===== src/rtl/fsc_defines.svh =====
// Register offsets, field positions, reset values and timing counts.
`ifndef FSC_DEFINES_SVH
`define FSC_DEFINES_SVH
`define FSC_OFF_START     8'h00
`define FSC_OFF_SADDR     8'h04
`define FSC_OFF_MADDR     8'h08
`define FSC_OFF_STAT_LO   8'h0C
`define FSC_OFF_STAT_HI   8'h10
`define FSC_OFF_CLEAR     8'h14
`define FSC_LEN_W         24
`define FSC_DIR_BIT       31
`define FSC_HI_BUSY       10
`define FSC_HI_BLERR      11
`define FSC_HI_SDBE       12
`define FSC_HI_MDBE       13
`define FSC_HI_FATAL      14
`define FSC_HI_NDONE      15
`define FSC_HI_NDONE2     31
`define FSC_UNITS_PER_RDY 5'h10
`define FSC_UNIT_LAST     5'h1F
`define FSC_PTR_STEP      32'h0000_0002
`define FSC_RST_WORD      32'h0000_0000
`define FSC_CLK_MHZ       50
`define FSC_DONE_WAIT_NS  1000
`define FSC_DONE_WAIT_CYC ((`FSC_DONE_WAIT_NS * `FSC_CLK_MHZ) / 1000)
`endif


===== src/rtl/fsc_pkg.sv =====
// Types shared by the fast storage channel design.
package fsc_pkg;
   typedef enum logic [5:0] {
      FSC_IDLE  = 6'b000001,
      FSC_CLEAR = 6'b000010,
      FSC_PARAM = 6'b000100,
      FSC_XFER  = 6'b001000,
      FSC_DRAIN = 6'b010000,
      FSC_DONE  = 6'b100000
   } fsc_state_t;
   typedef logic [4:0] fsc_sync_t;
endpackage : fsc_pkg


===== src/rtl/fsc_ecc_check.sv =====
// Single-error-correct, double-error-detect check of one channel word.
`timescale 1ns/1ps
`default_nettype none
module fsc_ecc_check
   import fsc_pkg::*;
#(
   parameter int W = 72
) (
   // Word under test.
   input  wire logic [W-1:0] word_in,
   // Corrected word and error class.
   output logic      [W-1:0] word_fix,
   output logic              err_single,
   output logic              err_double
);
   localparam int SW = $clog2(W);

   logic [SW-1:0] syn;
   logic          par;

   function automatic logic [SW-1:0] syndrome(input logic [W-1:0] w);
      logic [SW-1:0] s;
      s = '0;
      for (int i = 1; i < W; i++) begin
         if (w[i]) begin
            s = s ^ SW'(i);
         end
      end
      return s;
   endfunction : syndrome

   // Odd parity with any syndrome is one bad bit; even parity with a
   // nonzero syndrome is two or more.
   always_comb begin
      syn        = syndrome(word_in);
      par        = ^word_in;
      word_fix   = word_in;
      err_single = par;
      err_double = !par && (syn != '0);
      if (par && (int'(syn) < W)) begin
         word_fix[syn] = ~word_in[syn];
      end
   end
endmodule : fsc_ecc_check
`default_nettype wire


===== src/rtl/fsc_fast_storage_channel.sv =====
// Mainframe end of one fast storage channel with its APB registers.
// Functional notes
// - Each unit arrives as an even and an odd 72-bit word on two buses.
// - Every transfer starts by raising clear-channel toward the storage unit; a start with a reference pending goes straight to done without raising it.
// - After acknowledge, send start address and block length out.
// - Raise transmit-enable whenever an empty buffer can take data.
// - Enable, ready and data steps repeat until the final word.
// - Outbound: length reaching zero without last-word flag is an error.
// - Inbound: done-and-empty with nonzero remaining length is an error.
// - Inbound: done without done-and-empty following is an error.
// - Outbound: done-and-empty before last-word flag is an error.
// - Fatal error is the OR of all errors and an outstanding reference.
// - Mainframe corrects single-bit errors, stops on double-bit errors.
// - Memory read corrects single-byte errors, stops on multi-byte ones.
// - Send 32-bit address and length; storage blocks are half size.
// - Start word: length in bits 0-23, direction in bit 31.
// - Status gives remaining length and six flags at bits 42-47.
//
// The address map and the APB interface to the registers were chosen for this implementation.
`include "fsc_defines.svh"
`timescale 1ns/1ps
`default_nettype none
module fsc_fast_storage_channel
   import fsc_pkg::*;
#(
   parameter int DONE_WAIT = `FSC_DONE_WAIT_CYC
) (
   // Clock and reset.
   input  wire logic        sys_clk,
   input  wire logic        rst,
   // APB slave.
   input  wire logic        psel,
   input  wire logic        penable,
   input  wire logic        pwrite,
   input  wire logic [7:0]  paddr,
   input  wire logic [31:0] pwdata,
   output logic      [31:0] prdata,
   output logic             pready,
   output logic             pslverr,
   // Link control toward the storage unit.
   output logic             clear_chan,
   input  wire logic        clear_ack,
   output logic             param_valid,
   output logic      [31:0] param_addr,
   output logic      [31:0] param_len,
   output logic             param_dir,
   output logic             tx_enable,
   input  wire logic        data_ready,
   input  wire logic        done_empty,
   input  wire logic        storage_dbe,
   // Inbound unit from the storage unit.
   input  wire logic        unit_strobe,
   input  wire logic [71:0] even_word_lines,
   input  wire logic [71:0] odd_word_lines,
   // Outbound unit toward the storage unit.
   output logic      [71:0] wr_even,
   output logic      [71:0] wr_odd,
   output logic             wr_strobe,
   output logic             last_word_flag,
   // Memory side.
   output logic      [71:0] rx_even,
   output logic      [71:0] rx_odd,
   output logic             rx_valid,
   input  wire logic        buf_free,
   input  wire logic [71:0] tx_even,
   input  wire logic [71:0] tx_odd,
   input  wire logic        tx_valid,
   input  wire logic        tx_last,
   output logic             tx_ready,
   output logic      [31:0] mem_ptr,
   input  wire logic        mem_multi_byte_err,
   input  wire logic        ref_pending
);
   fsc_state_t           state;
   fsc_sync_t            sy0, sy1, sy2;
   fsc_sync_t            lvl;
   fsc_sync_t            lvl_q;
   fsc_sync_t            rise;
   logic [31:0]          storage_addr;
   logic [31:0]          memory_start_pointer;
   logic [`FSC_LEN_W-1:0] transfer_length;
   logic                 dir_out;
   logic [4:0]           unit_cnt;
   logic [4:0]           burst_left;
   logic [31:0]          wait_cnt;
   logic                 last_sent, done_flag, bl_err;
   logic                 sdbe_err, mdbe_err, fatal_err;
   logic [71:0]          fix_even;
   logic [71:0]          fix_odd;
   logic                 dbl_even, dbl_odd;
   logic                 wr_acc, start_wr, clear_wr, active;
   logic                 xfer, rx_take, tx_take, unit_ev;
   logic                 e_len, e_seq, e_sdbe, e_mdbe, e_ref, abort;

   // Pin inputs: three stages, a level changes once stages two and three agree.
   always_ff @(posedge sys_clk or posedge rst) begin
      if (rst) begin
         sy0   <= '0;
         sy1   <= '0;
         sy2   <= '0;
         lvl   <= '0;
         lvl_q <= '0;
      end else begin
         sy0   <= {storage_dbe, done_empty, unit_strobe, data_ready, clear_ack};
         sy1   <= sy0;
         sy2   <= sy1;
         lvl   <= (~(sy1 ^ sy2) & sy2) | ((sy1 ^ sy2) & lvl);
         lvl_q <= lvl;
      end
   end
   assign rise = lvl & ~lvl_q;

   // Inbound words are checked and corrected one by one.
   fsc_ecc_check #(.W(72)) u_even (
      .word_in    (even_word_lines),
      .word_fix   (fix_even),
      .err_single (),
      .err_double (dbl_even)
   );
   fsc_ecc_check #(.W(72)) u_odd (
      .word_in    (odd_word_lines),
      .word_fix   (fix_odd),
      .err_single (),
      .err_double (dbl_odd)
   );

   // Transfer decode and error conditions.
   assign wr_acc   = psel && penable && pwrite;
   assign active   = !(state inside {FSC_IDLE, FSC_DONE});
   assign start_wr = wr_acc && (paddr == `FSC_OFF_START) && !active;
   assign clear_wr = wr_acc && (paddr == `FSC_OFF_CLEAR);
   assign xfer     = (state == FSC_XFER);
   assign rx_take  = xfer && !dir_out && rise[2] && (burst_left != 5'h00);
   assign tx_ready = xfer && dir_out && !last_sent
                     && (transfer_length != '0);
   assign tx_take  = tx_valid && tx_ready;
   assign unit_ev  = rx_take || tx_take;
   assign tx_enable = xfer && !dir_out && buf_free
                      && (burst_left == 5'h00);
   assign e_len    = xfer && dir_out && (transfer_length == '0)
                     && !last_sent;
   assign e_seq    = e_len
                     || ((xfer || state == FSC_DRAIN) && !dir_out && rise[3]
                         && (transfer_length != '0))
                     || (state == FSC_DRAIN && wait_cnt == 32'h0000_0000
                         && !lvl[3])
                     || (xfer && dir_out && rise[3] && !last_sent);
   assign e_sdbe   = active && rise[4];
   assign e_mdbe   = (rx_take && (dbl_even || dbl_odd))
                     || (tx_take && mem_multi_byte_err);
   assign e_ref    = start_wr && ref_pending;
   assign abort    = e_seq || e_sdbe || e_mdbe;

   // Sequence of one transfer.
   always_ff @(posedge sys_clk or posedge rst) begin
      if (rst) begin
         state <= FSC_IDLE;
      end else begin
         case (state)
            FSC_IDLE, FSC_DONE: begin
               if (start_wr) begin
                  state <= e_ref ? FSC_DONE : FSC_CLEAR;
               end
            end
            FSC_CLEAR: begin
               if (abort) begin
                  state <= FSC_DONE;
               end else if (lvl[0]) begin
                  state <= FSC_PARAM;
               end
            end
            FSC_PARAM: begin
               state <= abort ? FSC_DONE : FSC_XFER;
            end
            FSC_XFER: begin
               if (abort) begin
                  state <= FSC_DONE;
               end else if (!dir_out && transfer_length == '0) begin
                  state <= FSC_DRAIN;
               end else if (dir_out && last_sent && rise[3]) begin
                  state <= FSC_DONE;
               end
            end
            FSC_DRAIN: begin
               if (abort || rise[3]) begin
                  state <= FSC_DONE;
               end
            end
            default: begin
               state <= FSC_IDLE;
            end
         endcase
      end
   end

   // Clear request and parameter strobe toward the storage unit.
   assign clear_chan  = (state == FSC_CLEAR);
   assign param_valid = (state == FSC_PARAM);

   // Software registers.
   always_ff @(posedge sys_clk or posedge rst) begin
      if (rst) begin
         storage_addr         <= `FSC_RST_WORD;
         memory_start_pointer <= `FSC_RST_WORD;
      end else if (wr_acc && !active) begin
         if (paddr == `FSC_OFF_SADDR) begin
            storage_addr <= pwdata;
         end
         if (paddr == `FSC_OFF_MADDR) begin
            memory_start_pointer <= pwdata;
         end
      end
   end

   // Parameters latched at start; storage blocks are half as long.
   always_ff @(posedge sys_clk or posedge rst) begin
      if (rst) begin
         param_addr <= `FSC_RST_WORD;
         param_len  <= `FSC_RST_WORD;
         param_dir  <= 1'b0;
         dir_out    <= 1'b0;
      end else if (start_wr) begin
         param_addr <= storage_addr;
         param_len  <= {7'h00, pwdata[`FSC_LEN_W-1:0], 1'b0};
         param_dir  <= pwdata[`FSC_DIR_BIT];
         dir_out    <= pwdata[`FSC_DIR_BIT];
      end
   end

   // Remaining length counts down one block per 32 units of two words.
   always_ff @(posedge sys_clk or posedge rst) begin
      if (rst) begin
         transfer_length <= '0;
         unit_cnt        <= 5'h00;
         mem_ptr         <= `FSC_RST_WORD;
      end else if (start_wr) begin
         transfer_length <= pwdata[`FSC_LEN_W-1:0];
         unit_cnt        <= 5'h00;
         mem_ptr         <= memory_start_pointer;
      end else if (unit_ev) begin
         unit_cnt <= unit_cnt + 5'h01;
         mem_ptr  <= mem_ptr + `FSC_PTR_STEP;
         if (unit_cnt == `FSC_UNIT_LAST) begin
            transfer_length <= transfer_length - `FSC_LEN_W'(1);
         end
      end
   end

   // Each data-ready opens a window of sixteen inbound units.
   always_ff @(posedge sys_clk or posedge rst) begin
      if (rst) begin
         burst_left <= 5'h00;
      end else if (!xfer) begin
         burst_left <= 5'h00;
      end else if (rise[1] && burst_left == 5'h00) begin
         burst_left <= `FSC_UNITS_PER_RDY;
      end else if (rx_take) begin
         burst_left <= burst_left - 5'h01;
      end
   end

   // Inbound data to memory, corrected.
   always_ff @(posedge sys_clk or posedge rst) begin
      if (rst) begin
         rx_even  <= '0;
         rx_odd   <= '0;
         rx_valid <= 1'b0;
      end else begin
         rx_valid <= rx_take;
         if (rx_take) begin
            rx_even <= fix_even;
            rx_odd  <= fix_odd;
         end
      end
   end

   // Outbound data and last-word flag to the storage unit.
   always_ff @(posedge sys_clk or posedge rst) begin
      if (rst) begin
         wr_even        <= '0;
         wr_odd         <= '0;
         wr_strobe      <= 1'b0;
         last_sent      <= 1'b0;
      end else begin
         wr_strobe <= tx_take;
         if (start_wr) begin
            last_sent <= 1'b0;
         end else if (tx_take) begin
            wr_even   <= tx_even;
            wr_odd    <= tx_odd;
            last_sent <= tx_last;
         end
      end
   end
   assign last_word_flag = last_sent;

   // Wait for done-and-empty after the inbound length runs out.
   always_ff @(posedge sys_clk or posedge rst) begin
      if (rst) begin
         wait_cnt <= 32'h0000_0000;
      end else if (state != FSC_DRAIN) begin
         wait_cnt <= 32'(DONE_WAIT);
      end else if (wait_cnt != 32'h0000_0000) begin
         wait_cnt <= wait_cnt - 32'h0000_0001;
      end
   end

   // Sticky status; a new event wins over a clear in the same cycle.
   always_ff @(posedge sys_clk or posedge rst) begin
      if (rst) begin
         done_flag <= 1'b0;
         bl_err    <= 1'b0;
         sdbe_err  <= 1'b0;
         mdbe_err  <= 1'b0;
         fatal_err <= 1'b0;
      end else begin
         done_flag <= (done_flag && !clear_wr && !start_wr)
                      || (active && state != FSC_IDLE
                          && (abort || (state == FSC_DRAIN && rise[3])
                              || (xfer && dir_out && last_sent
                                  && rise[3])))
                      || e_ref;
         bl_err    <= (bl_err && !clear_wr && !start_wr) || e_seq;
         sdbe_err  <= (sdbe_err && !clear_wr && !start_wr) || e_sdbe;
         mdbe_err  <= (mdbe_err && !clear_wr && !start_wr) || e_mdbe;
         fatal_err <= (fatal_err && !clear_wr && !start_wr)
                      || abort || e_ref;
      end
   end

   // APB read data and error are taken in the setup cycle.
   always_ff @(posedge sys_clk or posedge rst) begin
      if (rst) begin
         prdata  <= `FSC_RST_WORD;
         pslverr <= 1'b0;
      end else if (psel && !penable) begin
         prdata  <= `FSC_RST_WORD;
         pslverr <= 1'b0;
         case (paddr)
            `FSC_OFF_START: prdata <= {dir_out, 7'h00, transfer_length};
            `FSC_OFF_SADDR: prdata <= storage_addr;
            `FSC_OFF_MADDR: prdata <= memory_start_pointer;
            `FSC_OFF_STAT_LO: begin
               prdata[`FSC_LEN_W-1:0] <= transfer_length;
            end
            `FSC_OFF_STAT_HI: begin
               prdata[`FSC_HI_BUSY]   <= active;
               prdata[`FSC_HI_BLERR]  <= bl_err;
               prdata[`FSC_HI_SDBE]   <= sdbe_err;
               prdata[`FSC_HI_MDBE]   <= mdbe_err;
               prdata[`FSC_HI_FATAL]  <= fatal_err;
               prdata[`FSC_HI_NDONE]  <= !done_flag;
               prdata[`FSC_HI_NDONE2] <= !done_flag;
            end
            `FSC_OFF_CLEAR: prdata <= `FSC_RST_WORD;
            default: pslverr <= 1'b1;
         endcase
      end
   end
   assign pready = 1'b1;
endmodule : fsc_fast_storage_channel
`default_nettype wire


===== config.mk =====
export PLATFORM = sky130hd
export DESIGN_NAME = fsc_fast_storage_channel
export DESIGN_NICKNAME = d
export VERILOG_FILES = /design/src/rtl/fsc_pkg.sv /design/src/rtl/fsc_ecc_check.sv /design/src/rtl/fsc_fast_storage_channel.sv
export VERILOG_INCLUDE_DIRS = /design/src /design/src/rtl
export SDC_FILE = /design/constraint.sdc
export NUM_CORES = 2
export LEC_CHECK = 0
export BUFFER_PORTS_ARGS = -buffer_cell sky130_fd_sc_hd__buf_2
export CELL_PAD_IN_SITES_DETAIL_PLACEMENT = 0
export CELL_PAD_IN_SITES_GLOBAL_PLACEMENT = 2
export CORE_ASPECT_RATIO = 1.4
export CORE_MARGIN = 5
export CORE_UTILIZATION = 34
export CTS_BUF_LIST = sky130_fd_sc_hd__clkbuf_8
export CTS_CLUSTER_SIZE = 40
export DETAILED_ROUTE_END_ITERATION = 6
export GPL_TIMING_DRIVEN = 0
export PLACE_DENSITY_LB_ADDON = 0.2
export SYNTH_ARGS = -nofsm -noshare
export SYNTH_HDL_FRONTEND = slang
export SYNTH_SLANG_ARGS = --single-unit

===== constraint.sdc =====
create_clock -name sys_clk -period 20.8 [get_ports sys_clk]
set_input_delay 1.04 -clock sys_clk [delete_from_list [all_inputs] [get_ports sys_clk]]
set_output_delay 1.04 -clock sys_clk [all_outputs]
set_load 0.02 [all_outputs]

==> out/results.txt <==
The flow ran to the end, and the final reports show no timing, DRC or antenna violations. After synthesis, the most frequently instantiated cells are sky130_fd_sc_hd__dfrtp_1 (577), sky130_fd_sc_hd__nand2_1 (387), sky130_fd_sc_hd__xnor2_1 (252). VDD sags by at most 0.0000777 V. The core region area is 86,800 µm², and the die extent in y is 359 µm. The tools report the Yosys warning count as 0. The required arrival time at the worst endpoint was 21.33 ns. Of all flip-flops after synthesis, the portion carrying an async set or reset was 100%.

The most used flip-flop cell after synthesis was sky130_fd_sc_hd__dfrtp_1. The post-detailed-route wirelength per cell was 26.2 µm; the clock slew at the register clock pins of the worst setup and hold paths was 0.06 ns. The area overhead of the layout relative to synthesis is 25.6%. The detailed placer's ending HPWL came out at 103 mm.

The number of rows created at floorplan came out at 128. The global-route met3 utilization was 5.96%. The logs give 91 for the number of unique standard cell types used by synthesis and 93,300 µm² for the area of the die. The global-route met2 utilization is 48.1%, and the actual transition at the worst max-transition pin is 1.46 ns.

Cells fill 42.9% of the core in the end. Cell type contributing the most total cell area after synthesis: sky130_fd_sc_hd__dfrtp_1. The logs give 204 MHz for the fmax and 47.7% for the combinational group share of total power. The final period utilization was 23.6%.

Setup repair after global routing left no endpoint under its margin. Setup violations remaining at the end of the flow were counted as 0. Fill cells in the final layout number 8,935. The logs give 0.73 ns for the latest clock arrival within the worst-skew pair and 769 for the number of top-level design ports. Worst setup skew after layout: 0.0298 ns.

The area fraction of the dominant cell type after synthesis works out to 48.7%. The final count of pins violating max slew was 0. Kind of end point of the critical path: a register. The tools report the clock root buffer as sky130_fd_sc_hd__clkbuf_8. In this run the number of H-tree levels came out at 3.

The total power density per cell area was 118 nW/µm²; the hold buffer count at CTS was 0. Per report_power, the clock group accounts for 25.5% of the total. Of all nets on the critical path, the largest fanout is 10. Sort of element at the start of the critical path: an input port. Counting flops with a built-in enable in the synthesized netlist gives 0. Measured along the x axis, the die boundary spans 260 µm. The global-route wire length before repair was 189 mm. The number of hold violations in the final report is 0. The worst slew slack as a fraction of its limit is 2.27%, and the layout net count is 4,075.

For this run, global-route usage on met1 was measured as 31.0%. The detail route stage leaves a number of antenna-violating nets equal to 0. Synthesis produced a netlist whose cell count is 2,855. Gates resized during post-CTS repair numbered 0.

The tool flagged a number of max-cap violations equal to 0. The number of antenna violations at the first check in global routing was 39. The tree built by TritonCTS fans out to 578 sinks. The share of total power dissipated in sequential elements is 26.8%.

After global routing the overflow that remains totals 0. The run gives 0 as the final routed DRC violation total. The post-synthesis instance area came out at 29,600 µm². The routed layout has 26,100 vias. The tools report the via count of the first global-routing pass as 27,100. After detailed routing, the total wire length is 131 mm.

Using the TritonRoute via totals, the vias-per-cell ratio works out to 5.23. The number of synthesized register bits was 578; the number of violations reported at the end of detailed-routing iteration 0 was 1,638. Summed over all nets, the switching power comes to 2.02 mW. During placement, the flow inserted port buffers numbering 759. The average instance area after synthesis is 10.4 µm².

At the worst endpoint, the arrival time is 5.45 ns. Before antenna repair, the detailed router went through 5 iterations. The total clock buffers created by CTS was 98.

TritonCTS built the clock tree. The number of setup buffers added after CTS is 0. After synthesis, the cell types taking the most area are sky130_fd_sc_hd__dfrtp_1 (49%), sky130_fd_sc_hd__mux2_2 (8.4%), sky130_fd_sc_hd__xnor2_1 (7.4%). After layout, the minimum clock period comes to 4.91 ns. The internal portion of the total power is 2.36 mW. Once the floorplan was initialized, standard cells occupied 34.2% of the core. In this run the static leakage power is 18.7 nW.

Of the total power, the share spent switching nets is 46.1%. The post-route setup TNS was 0 ns; the final weighted congestion of routability-driven global placement was 0.962. Most heavily used metal layer in global routing: met2. The cell with the most instances after synthesis is sky130_fd_sc_hd__dfrtp_1.

The largest net degree at the start of global routing was 118. Of the cells placed in the final design, the portion with a size suffix greater than 1 is 32.5%. The min-delay analysis places its worst path in the category register to register. The critical path in this run is classified as input port to register. The logs give 3 for the largest buffer count on any clock path and 27.0% for the overall fraction of global-route tracks in use.

The run gives 48.8% as the share of the yosys chip area belonging to registers.
layer usage:
metal	part of all wire, %	vias to the layer above
met5	0.16	-
met4	5.0	34
met3	6.5	273
met2	51	961
met1	37	13000
li1	-	11900
path summary, 6_finish.rpt:
check / from / end / slack (ns) / depth (start not counted)
worst min-delay path: sy0[4] / sy1[4] / 0.35 / 0
worst max-delay path: even_word_lines[25] / rx_even[12] / 15.89 / 15
max in group asynchronous: rst / param_addr[7] / 18.33 / 5
worst min register to register: sy0[4] / sy1[4] / 0.35 / 0
worst max register to register: state[0] / transfer_length[17] / 16.32 / 14
min in group asynchronous: rst / rx_even[18] / 0.40 / 2
cells in the final DEF, fill, tap and decap left out, types with 36 or more instances in the layout:
cell type	n
sky130_fd_sc_hd__buf_2	777
sky130_fd_sc_hd__dfrtp_1	577
sky130_fd_sc_hd__nand2_1	387
sky130_fd_sc_hd__xnor2_1	252
sky130_fd_sc_hd__mux2_2	220
sky130_fd_sc_hd__nor2_1	186
sky130_fd_sc_hd__a21oi_1	183
sky130_fd_sc_hd__o21ai_0	168
sky130_fd_sc_hd__clkbuf_1	128
sky130_fd_sc_hd__clkbuf_8	121
sky130_fd_sc_hd__xor2_1	73
sky130_fd_sc_hd__o22ai_1	51
sky130_fd_sc_hd__inv_1	41
sky130_fd_sc_hd__or3_1	40
sky130_fd_sc_hd__nor3_1	36
sequential cells by signal, summed over array words and instances (netlist names), 6 cells and up, named ones only:
| name | count |
|---|---|
| state | 6 |
| mem_ptr | 32 |
| wait_cnt | 32 |
| transfer_length | 24 |
| rx_odd | 72 |
| param_addr | 32 |
| rx_even | 72 |
| memory_start_pointer | 32 |
| wr_even | 72 |
| prdata | 32 |
| param_len | 24 |
| storage_addr | 32 |
| wr_odd | 72 |
power by group through the flow:
stage	combinational (mW)	sequential (mW)	clock [mW]
after floorplan	1.30	1.20	0
after global routing	2.19	1.17	1.20
after detailed placement	2.06	1.19	0
after CTS	2.06	1.17	1.15
final	2.09	1.17	1.12
after global placement	2.06	1.19	0
per-stage QoR:
step	instances	power (mW)	hold WS [ns]	area (µm²)	setup slack (ns)
floorplan	2862	2.50	0.331	29700	3.59
global placement	4791	3.25	0.332	34900	-4.63
detailed placement	4796	3.25	0.335	35100	15.23
CTS	4977	4.39	0.350	37200	16.02
global route	4985	4.56	0.361	37200	15.81
finish	4993	4.38	0.348	37200	15.89
logic make-up after synthesis:
family / share of synthesized area, %
adder cells (fa/ha/maj): 0.422
other: 0.0253
multiplexers: 9.29
flip-flops: 48.8
XOR/XNOR: 11.2
AO/OA/AOI/OAI: 15.0
buffers and inverters: 2.71
AND/OR/NAND/NOR: 12.6
cell type report:
cell class | instances | area, µm² | area share, %
Sequential cell | 578 | 14500 | 38.8
Multi-Input combinational cell | 2096 | 14400 | 38.7
Timing Repair Buffer | 764 | 3940 | 10.6
Clock buffer | 121 | 1670 | 4.47
Tap cell | 1170 | 1460 | 3.93
Buffer | 170 | 736 | 1.98
Clock inverter | 60 | 448 | 1.20
Inverter | 18 | 75.1 | 0.202
Antenna cell | 16 | 40.0 | 0.108
critical path: stages:
cell and delay, ns:
sky130_fd_sc_hd__buf_2 0.14, sky130_fd_sc_hd__xnor2_1 0.53, sky130_fd_sc_hd__xnor3_1 0.49, sky130_fd_sc_hd__xnor2_2 0.21, sky130_fd_sc_hd__xor3_2 0.51, sky130_fd_sc_hd__nand2_1 0.29, sky130_fd_sc_hd__mux2i_2 0.20, sky130_fd_sc_hd__nand2_2 0.23
sky130_fd_sc_hd__buf_2 0.46, sky130_fd_sc_hd__o22ai_1 0.15, sky130_fd_sc_hd__o31ai_1 0.29, sky130_fd_sc_hd__and4_1 0.20, sky130_fd_sc_hd__clkbuf_1 0.21, sky130_fd_sc_hd__buf_2 0.32, sky130_fd_sc_hd__a41oi_1 0.16
Power figures use the tool's default switching activity.
